$ cat config.mk
export PLATFORM = sky130hd
export DESIGN_NAME = pds_sequencer
export DESIGN_NICKNAME = d
export VERILOG_FILES = /design/src/pds_pkg.sv /design/src/pds_press_if.sv /design/src/pds_press_judge.sv /design/src/pds_sequencer.sv
export SDC_FILE = /design/constraint.sdc
export NUM_CORES = 2
export LEC_CHECK = 0
export BUFFER_PORTS_ARGS = -buffer_cell sky130_fd_sc_hd__buf_2
export CAP_MARGIN = 0
export CORE_ASPECT_RATIO = 0.8
export CORE_UTILIZATION = 39
export DETAILED_ROUTE_END_ITERATION = 8
export MAX_ROUTING_LAYER = met4
export PLACE_DENSITY = 0.52
export SYNTH_ARGS = -nofsm -noshare
export SYNTH_HDL_FRONTEND = slang
export SYNTH_SLANG_ARGS = --single-unit
$ cat constraint.sdc
create_clock -name clk_sys -period 22.7 [get_ports clk_sys]
set_input_delay 0 -clock clk_sys [delete_from_list [all_inputs] [get_ports clk_sys]]
set_output_delay 0 -clock clk_sys [all_outputs]
set_load 0.1 [all_outputs]
$ cat src/pds_pkg.sv
/*
 package for the pressing / pause / direct-start sequencer: register map,
 field layout, timing and state type. assumes a 40 MHz clk_sys.
*/
package pds_pkg;
   localparam int ENTRY_COUNT = 3;
   // register map, byte addresses; entry n occupies 8'h00 + n*16
   localparam logic [7:0] OFF_TARGET = 8'h00;
   localparam logic [7:0] OFF_WIDTH = 8'h04;
   localparam logic [7:0] OFF_PROFILE = 8'h08;
   localparam logic [7:0] OFF_PRESS = 8'h0c;
   localparam logic [7:0] OFF_CTRL = 8'h30;
   localparam logic [7:0] OFF_STATUS = 8'h34;
   localparam logic [7:0] OFF_POSITION = 8'h38;
   localparam int ENTRY_SEL_LSB = 4;
   localparam logic [3:0] FIELD_MASK = 4'hc;
   // profile word: speed [15:0], accel [31:16]
   localparam int SPEED_LSB = 0;
   localparam int ACCEL_LSB = 16;
   // press word: percent [7:0], incremental [8], decel [31:16]
   localparam int PCT_LSB = 0;
   localparam int INCR_BIT = 8;
   localparam int DECEL_LSB = 16;
   // control word: servo on [0]
   localparam int SERVO_BIT = 0;
   localparam logic [31:0] REG_RESET = 32'h0000_0000;
   // timing
   localparam int CLK_PERIOD_NS = 25;
   localparam int TICK_PERIOD_US = 1000;
   localparam int TICK_CYCLES_DEFAULT = TICK_PERIOD_US * 1000 / CLK_PERIOD_NS;
   localparam int PRESS_JUDGE_MS = 255;
   localparam logic [7:0] JUDGE_TICKS = 8'(PRESS_JUDGE_MS * 1000 / TICK_PERIOD_US);
   // motion constants in position units per tick; full torque in percent
   localparam logic [15:0] HOME_SPEED = 16'h0010;
   localparam logic [15:0] PRESS_SPEED = 16'h0004;
   localparam logic [15:0] MIN_SPEED = 16'h0001;
   localparam logic [7:0] FULL_TORQUE = 8'h64;
   typedef enum logic [2:0] {
      ST_IDLE, ST_HOMING, ST_MOVE, ST_PRESS, ST_DONE, ST_MISS
   } pds_state_t;
endpackage

$ cat src/pds_press_if.sv
/*
 interface between the sequencer and its pressing judge.
 assumes both ends share clk_sys.
*/
`timescale 1ns/1ps
interface pds_press_if;
   logic tick;
   logic clear;
   logic active;
   logic currentHigh;
   logic reached;
   modport judge (input tick, input clear, input active, input currentHigh, output reached);
   modport seq (output tick, output clear, output active, output currentHigh, input reached);
endinterface

$ cat src/pds_press_judge.sv
/*
 pressing completion judge: up/down time accumulator on the tick.
 assumes tick is one clk_sys cycle per millisecond.
*/
`timescale 1ns/1ps
module pds_press_judge (
   input wire logic clk_sys,
   input wire logic rst,
   pds_press_if.judge pj
);
   logic [7:0] acc_reg;
   logic reached_reg;

   always_ff @(posedge clk_sys) begin
      if (rst || pj.clear) begin
         acc_reg <= 8'h00;
      end else if (pj.tick && pj.active) begin
         if (pj.currentHigh && acc_reg != pds_pkg::JUDGE_TICKS) begin
            acc_reg <= acc_reg + 8'h01;
         end else if (!pj.currentHigh && acc_reg != 8'h00) begin
            acc_reg <= acc_reg - 8'h01;
         end
      end
   end

   always_ff @(posedge clk_sys) begin
      if (rst || pj.clear) begin
         reached_reg <= 1'b0;
      end else begin
         reached_reg <= pj.active && acc_reg == pds_pkg::JUDGE_TICKS;
      end
   end

   assign pj.reached = reached_reg;
endmodule // pds_press_judge

$ cat src/pds_sequencer.sv
/*
 pressing / tension / multi-step / pause / direct-start sequencer with apb registers.
 assumes start, pause and home sensor pins are asynchronous; load current comes
 from the current loop on clk_sys.
*/
// Added by the designer: the APB interface to the registers and the register addresses.
// Function
// - press completes when time above percent minus time below reaches 255 ms
// - completion is flagged on the current-time condition even if still moving
// - pressing limits torque to the entry percent and judges against it
// - negative width means tension: target is start point, magnitude is pull
// - tension approaches at full torque, then pulls negative under entry torque
// - tension or press with no stop travels full width, no completion flag
// - force changes only while pressing; next stronger entry after completion
// - pause input low-active; release during motion other than homing decelerates with entry decel
// - completion stays low while paused
// - pause reassert resumes remaining travel with entry acceleration
// - pause release in completed state drops the completion output
// - one start input per entry 0, 1, 2; one alone runs that entry
// - one completion output per entry, the finished entry's one asserts
// - entries may be absolute, pressing or incremental pitch feed
// - no speed change while moving: starts ignored until the move ends
// - first start after power-up homes before running the entry
// - entry done asserts inside width, holds until new start or servo off
`timescale 1ns/1ps
module pds_sequencer #(
   parameter int TICK_CYCLES = pds_pkg::TICK_CYCLES_DEFAULT
) (
   input wire logic clk_sys,
   input wire logic rst,
   input wire logic psel,
   input wire logic penable,
   input wire logic pwrite,
   input wire logic [7:0] paddr,
   input wire logic [31:0] pwdata,
   output logic [31:0] prdata,
   output logic pready,
   output logic pslverr,
   input wire logic entry0_start,
   input wire logic entry1_start,
   input wire logic entry2_start,
   input wire logic pause_hold_n,
   input wire logic homeSensor,
   input wire logic [7:0] loadCurrentPct,
   output logic positioning_complete,
   output logic entry0_done,
   output logic entry1_done,
   output logic entry2_done,
   output logic [31:0] motorPosition,
   output logic [15:0] motorVelocity,
   output logic [7:0] torqueLimitPct
);
   localparam int N = pds_pkg::ENTRY_COUNT;

   pds_press_if pj ();
   pds_press_judge u_judge (.clk_sys(clk_sys), .rst(rst), .pj(pj));

   logic [31:0] target_reg [N];
   logic [31:0] width_reg [N];
   logic [31:0] profile_reg [N];
   logic [31:0] press_reg [N];
   logic [31:0] ctrl_reg;
   logic [31:0] prdata_reg;
   logic pslverr_reg;
   logic [N-1:0] startMeta_reg, startSync_reg, startPrev_reg;
   logic [1:0] pauseSync_reg, homeSync_reg;
   logic [31:0] tickCount_reg;
   logic tick;
   pds_pkg::pds_state_t state_reg;
   logic homed_reg;
   logic [1:0] entry_reg;
   logic [31:0] pos_reg, goal_reg;
   logic [15:0] velocity_reg;
   logic [N-1:0] done_reg;
   logic complete_reg;

   logic setupPhase, accessWrite;
   logic [1:0] selEntry;
   logic servoOn, paused, moving, canStart;
   logic [N-1:0] startRise;
   logic startAny;
   logic [1:0] startIdx;
   logic [15:0] curSpeed, curAccel, curDecel;
   logic [7:0] curPct;
   logic isPress, isTension, isIncr;
   logic signed [31:0] curWidth;
   logic [31:0] widthMag;
   logic signed [32:0] remWide;
   logic [32:0] absRem;
   logic [31:0] vSq;
   logic [49:0] brakeRoom;
   logic [15:0] velNext;
   logic [31:0] stepLen;
   logic arrived, inWidth;

   // apb slave: zero wait state, read data captured in the setup cycle
   assign setupPhase = psel && !penable;
   assign accessWrite = psel && penable && pwrite;
   assign selEntry = paddr[pds_pkg::ENTRY_SEL_LSB +: 2];
   assign pready = 1'b1;
   assign prdata = prdata_reg;
   assign pslverr = pslverr_reg;

   generate
      for (genvar e = 0; e < N; e++) begin : g_entry
         always_ff @(posedge clk_sys) begin
            if (rst) begin
               target_reg[e] <= pds_pkg::REG_RESET;
               width_reg[e] <= pds_pkg::REG_RESET;
               profile_reg[e] <= pds_pkg::REG_RESET;
               press_reg[e] <= pds_pkg::REG_RESET;
            end else if (accessWrite && selEntry == 2'(e)) begin
               case ({4'h0, paddr[3:0] & pds_pkg::FIELD_MASK})
                  pds_pkg::OFF_TARGET: target_reg[e] <= pwdata;
                  pds_pkg::OFF_WIDTH: width_reg[e] <= pwdata;
                  pds_pkg::OFF_PROFILE: profile_reg[e] <= pwdata;
                  pds_pkg::OFF_PRESS: press_reg[e] <= pwdata;
                  default: ;
               endcase
            end
         end
      end
   endgenerate

   always_ff @(posedge clk_sys) begin
      if (rst) begin
         ctrl_reg <= pds_pkg::REG_RESET;
      end else if (accessWrite && paddr == pds_pkg::OFF_CTRL) begin
         ctrl_reg <= pwdata;
      end
   end

   always_ff @(posedge clk_sys) begin
      if (rst) begin
         prdata_reg <= 32'h0000_0000;
         pslverr_reg <= 1'b0;
      end else if (setupPhase) begin
         pslverr_reg <= 1'b0;
         if (paddr[1:0] == 2'h0 && selEntry < 2'(N)) begin
            case ({4'h0, paddr[3:0]})
               pds_pkg::OFF_TARGET: prdata_reg <= target_reg[selEntry];
               pds_pkg::OFF_WIDTH: prdata_reg <= width_reg[selEntry];
               pds_pkg::OFF_PROFILE: prdata_reg <= profile_reg[selEntry];
               default: prdata_reg <= press_reg[selEntry];
            endcase
         end else if (paddr == pds_pkg::OFF_CTRL) begin
            prdata_reg <= ctrl_reg;
         end else if (paddr == pds_pkg::OFF_STATUS) begin
            prdata_reg <= {21'h0, entry_reg, done_reg, complete_reg, paused, homed_reg,
                           state_reg};
         end else if (paddr == pds_pkg::OFF_POSITION) begin
            prdata_reg <= pos_reg;
         end else begin
            prdata_reg <= 32'h0000_0000;
            pslverr_reg <= 1'b1;
         end
      end
   end

   // pin synchronisers; the second stage is read, and for the starts also a third stage for edge detection
   always_ff @(posedge clk_sys) begin
      if (rst) begin
         startMeta_reg <= '0;
         startSync_reg <= '0;
         startPrev_reg <= '0;
         pauseSync_reg <= 2'b11; // idle level, so no false pause follows reset
         homeSync_reg <= 2'b00;
      end else begin
         startMeta_reg <= {entry2_start, entry1_start, entry0_start};
         startSync_reg <= startMeta_reg;
         startPrev_reg <= startSync_reg;
         pauseSync_reg <= {pauseSync_reg[0], pause_hold_n};
         homeSync_reg <= {homeSync_reg[0], homeSensor};
      end
   end

   always_ff @(posedge clk_sys) begin
      if (rst || tick) begin
         tickCount_reg <= 32'h0000_0000;
      end else begin
         tickCount_reg <= tickCount_reg + 32'h0000_0001;
      end
   end
   assign tick = tickCount_reg == 32'(TICK_CYCLES - 1);

   // lowest entry wins if the host breaks its one-at-a-time interlock
   assign startRise = startSync_reg & ~startPrev_reg;
   assign startAny = |startRise;
   assign startIdx = startRise[0] ? 2'd0 : (startRise[1] ? 2'd1 : 2'd2);
   assign servoOn = ctrl_reg[pds_pkg::SERVO_BIT];
   assign paused = !pauseSync_reg[1];
   assign moving = state_reg == pds_pkg::ST_HOMING || state_reg == pds_pkg::ST_MOVE
                   || state_reg == pds_pkg::ST_PRESS;
   assign canStart = servoOn && !moving;

   assign curSpeed = profile_reg[entry_reg][pds_pkg::SPEED_LSB +: 16];
   assign curAccel = profile_reg[entry_reg][pds_pkg::ACCEL_LSB +: 16];
   assign curDecel = press_reg[entry_reg][pds_pkg::DECEL_LSB +: 16];
   assign curPct = press_reg[entry_reg][pds_pkg::PCT_LSB +: 8];
   assign isIncr = press_reg[entry_reg][pds_pkg::INCR_BIT];
   assign curWidth = width_reg[entry_reg];
   assign isPress = curPct != 8'h00;
   assign isTension = isPress && curWidth[31];
   assign widthMag = curWidth[31] ? 32'(-curWidth) : curWidth;

   // motion profile: trapezoid on the tick, braking when v^2 >= 2*decel*remaining
   always_comb begin
      remWide = {goal_reg[31], goal_reg} - {pos_reg[31], pos_reg};
      absRem = remWide[32] ? 33'(-remWide) : 33'(remWide);
      vSq = velocity_reg * velocity_reg;
      brakeRoom = 50'({curDecel, 1'b0}) * 50'(absRem);
      if (state_reg == pds_pkg::ST_HOMING) begin
         velNext = pds_pkg::HOME_SPEED;
      end else if (paused || brakeRoom <= 50'(vSq)) begin
         velNext = velocity_reg > curDecel ? velocity_reg - curDecel : 16'h0000;
         if (!paused && velNext == 16'h0000 && absRem != 33'h0) begin
            velNext = pds_pkg::MIN_SPEED;
         end
      end else begin
         velNext = velocity_reg + curAccel;
         if (velNext > curSpeed || velNext < velocity_reg) begin
            velNext = curSpeed;
         end
         if (state_reg == pds_pkg::ST_PRESS && velNext > pds_pkg::PRESS_SPEED) begin
            velNext = pds_pkg::PRESS_SPEED;
         end
      end
      stepLen = 33'(velNext) > absRem ? absRem[31:0] : 32'(velNext);
      arrived = absRem == 33'h0;
      inWidth = absRem <= 33'(widthMag);
   end

   always_ff @(posedge clk_sys) begin
      if (rst) begin
         state_reg <= pds_pkg::ST_IDLE;
         homed_reg <= 1'b0;
         entry_reg <= 2'd0;
         pos_reg <= 32'h0000_0000;
         goal_reg <= 32'h0000_0000;
         velocity_reg <= 16'h0000;
      end else if (!servoOn) begin
         state_reg <= pds_pkg::ST_IDLE;
         velocity_reg <= 16'h0000;
      end else begin
         case (state_reg)
            pds_pkg::ST_IDLE, pds_pkg::ST_DONE, pds_pkg::ST_MISS: begin
               if (startAny) begin
                  entry_reg <= startIdx;
                  if (!homed_reg) begin
                     state_reg <= pds_pkg::ST_HOMING;
                  end else begin
                     state_reg <= pds_pkg::ST_MOVE;
                     goal_reg <= press_reg[startIdx][pds_pkg::INCR_BIT]
                                 ? pos_reg + target_reg[startIdx] : target_reg[startIdx];
                  end
               end
            end
            pds_pkg::ST_HOMING: begin
               if (homeSync_reg[1]) begin
                  pos_reg <= 32'h0000_0000;
                  homed_reg <= 1'b1;
                  velocity_reg <= 16'h0000;
                  state_reg <= pds_pkg::ST_MOVE;
                  goal_reg <= isIncr ? target_reg[entry_reg] : target_reg[entry_reg];
               end else if (tick) begin
                  pos_reg <= pos_reg - 32'(pds_pkg::HOME_SPEED);
               end
            end
            pds_pkg::ST_MOVE, pds_pkg::ST_PRESS: begin
               if (state_reg == pds_pkg::ST_PRESS && pj.reached) begin
                  velocity_reg <= 16'h0000;
                  state_reg <= pds_pkg::ST_DONE;
               end else if (arrived && velocity_reg == 16'h0000 || arrived && tick) begin
                  velocity_reg <= 16'h0000;
                  if (state_reg == pds_pkg::ST_PRESS) begin
                     state_reg <= pds_pkg::ST_MISS;
                  end else if (isPress) begin
                     state_reg <= pds_pkg::ST_PRESS;
                     // tension pulls negative; a plain press pushes negative for a negative goal, positive otherwise
                     goal_reg <= isTension ? pos_reg - widthMag :
                                 (goal_reg[31] ? pos_reg - widthMag : pos_reg + widthMag);
                  end else begin
                     state_reg <= pds_pkg::ST_DONE;
                  end
               end else if (tick) begin
                  velocity_reg <= velNext;
                  pos_reg <= remWide[32] ? pos_reg - stepLen : pos_reg + stepLen;
               end
            end
            default: state_reg <= pds_pkg::ST_IDLE;
         endcase
      end
   end

   // done flags: servo off in the same cycle wins over a set; a start is ignored while moving, where sets happen, so it never clears one
   always_ff @(posedge clk_sys) begin
      if (rst || !servoOn) begin
         done_reg <= '0;
      end else if (startAny && canStart) begin
         done_reg <= '0;
      end else if ((state_reg == pds_pkg::ST_MOVE && !isPress && inWidth && !paused)
                   || (state_reg == pds_pkg::ST_PRESS && pj.reached)) begin
         done_reg <= N'(1) << entry_reg;
      end
   end

   always_ff @(posedge clk_sys) begin
      if (rst || !servoOn) begin
         complete_reg <= 1'b0;
      end else if (startAny && canStart) begin
         complete_reg <= 1'b0;
      end else if ((state_reg == pds_pkg::ST_MOVE && !isPress && inWidth && !paused)
                   || (state_reg == pds_pkg::ST_PRESS && pj.reached)) begin
         complete_reg <= 1'b1;
      end else if (paused) begin
         complete_reg <= 1'b0;
      end
   end

   assign pj.tick = tick;
   assign pj.clear = state_reg != pds_pkg::ST_PRESS;
   assign pj.active = state_reg == pds_pkg::ST_PRESS && !paused;
   assign pj.currentHigh = loadCurrentPct >= curPct;

   assign positioning_complete = complete_reg && !paused;
   assign entry0_done = done_reg[0];
   assign entry1_done = done_reg[1];
   assign entry2_done = done_reg[2];
   assign motorPosition = pos_reg;
   assign motorVelocity = velocity_reg;
   // pressing force stays applied while holding after a press, so a stronger entry can follow
   assign torqueLimitPct = (state_reg == pds_pkg::ST_PRESS
                           || (state_reg == pds_pkg::ST_DONE && isPress))
                           ? curPct : pds_pkg::FULL_TORQUE;
endmodule // pds_sequencer

* Word-level counts from Yosys, hierarchy flattened *
Memory sizes are Yosys's and may differ from the RTL's. A register that Yosys moved wholly into a read port is not among the register bits.
Cells that the tools add are included.

word-level totals
  bits in registers = 209
  RAM bits = 384
  bits of input ports = 58
  output and inout bits = 94
  word-level logic and storage cells = 285
  memories = 4

memories
  name         words  bits a word  rd ports  clocked after memory_dff  write ports  RTL line             source
  press_reg    3      32           3         1                         3            pds_sequencer.sv:61  logic [31:0] press_reg [N];
  profile_reg  3      32           2         1                         3            pds_sequencer.sv:60  logic [31:0] profile_reg [N];
  target_reg   3      32           3         1                         3            pds_sequencer.sv:58  logic [31:0] target_reg [N];
  width_reg    3      32           2         1                         3            pds_sequencer.sv:59  logic [31:0] width_reg [N];

operators by class
  add/sub/neg operators = 14
  $mul = 2
  order comparisons = 9
  eq/ne operators = 32
  shift-type cells = 1
  mux-type cells = 120
  bitwise logic cells = 15
  reductions and logical operators = 69

operators with widths
  kind                     count
  $mux W32                 34
  $mux W16                 12
  $pmux W32 S3             2
  $add A32 B32 Y32         3
  $pmux W32 S2             1
  $sub A32 B32 Y32         2
  $le A50 B32 Y1           1
  $mul A16 B33 Y49         1
  $mux W1                  48
  $gt A16 B33 Y1           1
  $le A33 B32 Y1           1
  $logic_not A33 Y1        1
  $mux W33                 1
  $neg A33 Y33             1
  $reduce_bool A33 Y1      1
  $sub A32 B32 Y33         1
  $add A32 B1 Y32 const B  1
  $eq A32 B16 Y1 const B   1
  $gt A16 B16 Y1           2
  $logic_not A16 Y1        2
  $mul A16 B16 Y32         1
  $neg A32 Y32             1
  $pmux W16 S2             1
  $sub A32 B5 Y32 const B  1
  47 further kinds         141

* Logic depth before layout (Yosys ltp) *
  depth in word-level cells = 21
  depth in mapped cells = 93
  depth with buffers taken out = 85

* Cells and area by module *
Synthesis repeated with hierarchy kept, for this count alone.

unflattened totals
  cells, all modules = 8,220
  area total of the unflattened synthesis = 69,706.9 um^2

by module, submodules not included
  module           times used  cells an instance  area an instance (um^2)  seq. area each (um^2)
  pds_sequencer    1           8,142              69,003.7                 15,574.9
  pds_press_judge  1           78                 703.2                    180.2

* Worst setup path after synthesis *
No wires, ideal clock.

  path kind = register -> register
  start = reg pos_reg[1], in the netlist motorPosition[1]
  end = reg pos_reg[31], in the netlist motorPosition[31]
  library setup time = 0.080 ns
  arrival time = 19.119 ns
  data required time = 22.620 ns
  setup slack = 3.501 ns
  cell stages (with the launch flop) = 79
  path buffers = 5
  clock period less this slack = 19.199 ns
  path through = dfxtp_1 inv_1 ha_1 nor2b_1 o21ai_1 a21oi_2 a211o_1 xor2_1 or4_1 o41ai_1 xor2_1 clkbuf_1 nand2_1 fa_1 inv_1 fa_1 inv_1 fa_1 [43 not listed] ha_1 nand2_1 o31ai_1 xnor2_1 ha_1 or4_1 o21ai_0 o311ai_0 o2111ai_1 nand3_1 o41a_1 a41oi_1 a211oi_1 a41o_1 o41ai_1 nand4_1 mux2_2 o211ai_1

between the ends
  word-level cells in the longest chain between the ends = 16
  elaborated cells between the ends (all ways) = 29
  classes of those cells = 5 x add/sub; 1 x mul; 2 x order compare; 1 x eq/ne; 12 x mux; 8 x reduce/logical

RTL lines
  element                                                  RTL line                                    source
  start: declaration                                       pds_sequencer.sv:72                         logic [31:0] pos_reg, goal_reg;
  start signal: assignment                                 pds_sequencer.sv:266                        pos_reg <= pos_reg - 32'(pds_pkg::HOME_SPEED);
  start signal: assignment                                 pds_sequencer.sv:287                        pos_reg <= remWide[32] ? pos_reg - stepLen : pos_reg + stepLen;
  $sub A32 B32 Y33                                         pds_sequencer.sv:208                        remWide = {goal_reg[31], goal_reg} - {pos_reg[31], pos_reg};
  $neg A33 Y33                                             pds_sequencer.sv:209                        absRem = remWide[32] ? 33'(-remWide) : 33'(remWide);
  $mux W33                                                 pds_sequencer.sv:209
  $mul A16 B33 Y49 or $reduce_bool A33 Y1 (tied branches)  pds_sequencer.sv:211, pds_sequencer.sv:216
  $le A50 B32 Y1 or $logic_and A1 B1 Y1 (tied branches)    pds_sequencer.sv:214, pds_sequencer.sv:216
  $logic_or A1 B1 Y1 or $mux W16 (tied branches)           pds_sequencer.sv:214, pds_sequencer.sv:216
  $mux W16                                                 pds_sequencer.sv:214                        end else if (paused || brakeRoom <= 50'(vSq)) begin
  $mux W16                                                 pds_sequencer.sv:212                        if (state_reg == pds_pkg::ST_HOMING) begin
  $gt A16 B33 Y1                                           pds_sequencer.sv:228                        stepLen = 33'(velNext) > absRem ? absRem[31:0] : 32'(velNext);
  $mux W32                                                 pds_sequencer.sv:228
  $add A32 B32 Y32 or $sub A32 B32 Y32 (tied branches)     pds_sequencer.sv:287
  $mux W32                                                 pds_sequencer.sv:287
  $mux W32                                                 pds_sequencer.sv:285                        end else if (tick) begin
  $mux W32                                                 pds_sequencer.sv:273                        end else if (arrived && velocity_reg == 16'h0000 || arrived && tick) begin
  $mux W32                                                 pds_sequencer.sv:270                        if (state_reg == pds_pkg::ST_PRESS && pj.reached) begin
  $pmux W32 S2                                             pds_sequencer.sv:245                        case (state_reg)

Several ways; a longest one is shown, not always the timed one. The select of a mux whose other input is x is not followed.
A chain may end at the register's enable or synchronous reset.

* Worst setup path in the final report *
  start = reg pos_reg[9], in the netlist motorPosition[9]
  end = reg pos_reg[31], in the netlist motorPosition[31]

The elaborated chain is that of the path after synthesis.

==> results.py <==
metrics = {
    "run_status": {
        "run_status": "finished clean",
    },
    "floorplanning": {
        "io_pins": 152,
        "die-area_um2": 181000,
        "row_count": 138,
        "die_h_um": 380,
        "dieWidth_um": 475,
        "core_area_um2": 177000,
        "start_util": 0.394,
    },
    "worst_setup_path": {
        "crit_top_cell": "inv_1",
        "critPathArrivalTime_ns": 21.71,
        "cp.required_ns": 23.29,
        "rrSetupSlack_ns": 1.58,
        "crit_start": "motorPosition[9]",
        "r2r_end": "motorPosition[31]",
        "rr_worst_depth": 81,
        "r2r-start": "motorPosition[9]",
        "slowest_delay_ns": 0.57,
        "crit_type": "register to register",
        "slowest_stage": "ha_1",
        "start_kind": "register",
        "crit_fanout": 28,
        "end_kind": "register",
    },
    "timing": {
        "fin_skew_ns": 0.0536,
        "worst_pin_slew_ns": 1.38,
        "hold_slack_ns": 0.0915,
        "max_freq_ghz": 0.0473,
        "tns_ns": 0,
        "period_needed_ns": 21.12,
        "period_share": 0.931,
        "finalMaxSlewViolations": 0,
        "slew_headroom": 0.0782,
        "rsz0062_at_grt": "no",
        "finalHoldViolations": 0,
        "setup_violations": 0,
    },
    "hold_path": {
        "hold_path_startpoint": "pause_hold_n",
        "hold_depth": 3,
        "min_to": "pauseSync_reg[0]",
        "hold_path.class": "input pin to register",
    },
    "grt": {
        "antenna_found_initial": 11,
        "grt_max_degree": 175,
        "grt_remaining_overflow": 0,
        "grtUsageTotal": 0.311,
        "first_global_vias": 58860,
        "grt_pass1_wl_um": 404000,
    },
    "clocking": {
        "clockBufferDepth": 3,
        "cts_buffers": 74,
        "clock_sinks": 595,
        "clk_latency_ns": 0.71,
        "cts_tree": "done",
        "clkTransAtPathRegs_ns": 0.06,
        "cts_root_buf": "clkbuf_16",
        "cts_max_level": 3,
    },
    "place": {
        "port_buffers": 150,
        "gp_congestion": 0.962,
        "dp.cells": 10505,
        "dp.final_hpwl_um": 212000,
    },
    "logic_synthesis": {
        "ys_types": 119,
        "ys_ff_latch": 595,
        "syn-cell-area_um2": 69800,
        "ys_seq_area_frac": 0.226,
        "syn_nets": 9436,
        "async_flop_share": 0,
        "synth_cells": 8211,
        "yosysWarnings": 0,
        "synth_flop_cell": "edfxtp_1",
        "synth_edf_count": 384,
        "avgSynthCellArea_um2": 8.50,
    },
    "final_layout": {
        "drive_gt1_frac": 0.0790,
        "final_common_cell": "nand2_1",
        "seq_area_um2": 15800,
        "final_cell_mix": "nand2_1, inv_1, nor2_1",
        "fillers": 17575,
        "multi_input_area_um2": 49500,
        "fin_cells": 10690,
        "area.growth.synth_to_final_pct": 10.0,
        "final_nets": 9464,
    },
    "drt": {
        "met1_length_um": 125000,
        "first_iter_violations": 5980,
        "ant_nets": 0,
        "routed.top_layer": "met4",
        "met2_length_um": 124000,
        "wl_met3_um": 19200,
        "remaining_drc_errors": 0,
        "wire_per_inst_um": 25.9,
        "dr.pass1.iters": 8,
        "num_vias": 60808,
        "viasPerCell": 5.69,
        "wl_um": 277000,
    },
    "pwr": {
        "p_leak_nw": 34.6,
        "ir_drop_mv": 0.0556,
        "power_mw": 2.93,
        "powerDensity_nw_per_um2": 38.2,
    },
    "job": {
        "max-cap-violations": 0,
    },
}
critical path, delay by kind of cell, from the launching register on:
kind | cells | cell delay [ns]
muxes | 1 | 0.30
adders and majority gates | 12 | 5.03
AOI/OAI and AO/OA | 31 | 8.26
buffers and inverters | 13 | 2.29
xor gates and xnor gates | 2 | 0.23
and+or+nand+nor | 22 | 4.60
DFF | 1 | 0.31
worst max-delay path by stage:
stage               depth (start not counted)                 to  slack, ns
finish                                     81  motorPosition[31]       1.58
global route                               82  motorPosition[31]       0.24
CTS                                        79  motorPosition[31]       1.34
detailed placement                         79  motorPosition[31]       1.40
global placement                           80  motorPosition[31]       1.77
floorplan                                  78  motorPosition[31]       3.50
metal layers:
metal,vias up,global-route usage
li1,27903,-
met5,-,-
met2,2304,0.469
met3,333,0.0384
met1,30268,0.431
met4,0,0.101
cell usage after synthesis (40+ instances only):
master    instances  area share
nand2b_1         47      0.0042
nand4_1          63      0.0056
o21ai_0         394       0.028
ha_1            563        0.10
dfxtp_1         211       0.061
nor2_1          789       0.042
nand3_1         132      0.0095
clkbuf_1        376       0.020
nand2_1         904       0.049
a211oi_1        118       0.013
inv_1           860       0.046
and3_1           40      0.0036
edfxtp_1        384        0.17
nor3_1          126      0.0090
xnor2_1         193       0.024
nor2b_1          56      0.0050
a31oi_1          56      0.0050
a21oi_1         548       0.039
fa_1            604        0.17
a21o_1          107       0.012
mux2i_1         309       0.044
and2_1          463       0.041
xor2_1          128       0.016
cells by family after synthesis:
| group | count (synthesis) | share of synthesized area |
|---|---|---|
| buf+inv | 1325 | 0.0722 |
| other cells | 1 | 0.0000537 |
| simple gates | 2802 | 0.189 |
| mux | 322 | 0.0466 |
| xor+xnor | 324 | 0.0410 |
| compound gates | 1674 | 0.151 |
| fa+ha+maj | 1168 | 0.274 |
| flops | 595 | 0.226 |
stage by stage:
step | worst slack, ns | cell area (um2) | utilization
6_report | 1.58 | 76800 | 0.433
5_1_grt | 0.243 | 76800 | 0.433
4_1_cts | 1.34 | 76800 | 0.433
3_5_place_dp | 1.40 | 73900 | 0.416
3_3_place_gp | 1.77 | 73900 | 0.416
2_1_floorplan | 3.50 | 69800 | -
final cells by class:
class | count | area share
Multi-Input combinational cell | 6291 | 0.644
Sequential cell | 595 | 0.205
Inverter | 883 | 0.0431
Tap cell | 2380 | 0.0388
Timing Repair Buffer | 394 | 0.0354
Clock buffer | 97 | 0.0263
Clock inverter | 41 | 0.00666
Antenna cell | 9 | 0.000293
repair_timing:
item / in CTS / in global routing
resized for setup: 0 / 6
buffers inserted: 0 / 0
hold buffers: 38 / 0
endpoints found under the hold margin: 430 / 0
setup endpoints to repair: 0 / 1
report_power, final:
| part | switching, mW | internal [mW] | leakage, nW |
|---|---|---|---|
| Combinational | 0.336 | 0.131 | 28.0 |
| Sequential | 0.0251 | 1.19 | 5.36 |
| Clock | 0.526 | 0.719 | 1.21 |
| Total | 0.888 | 2.04 | 34.6 |
No activity file was read; power rests on OpenSTA's default activity.
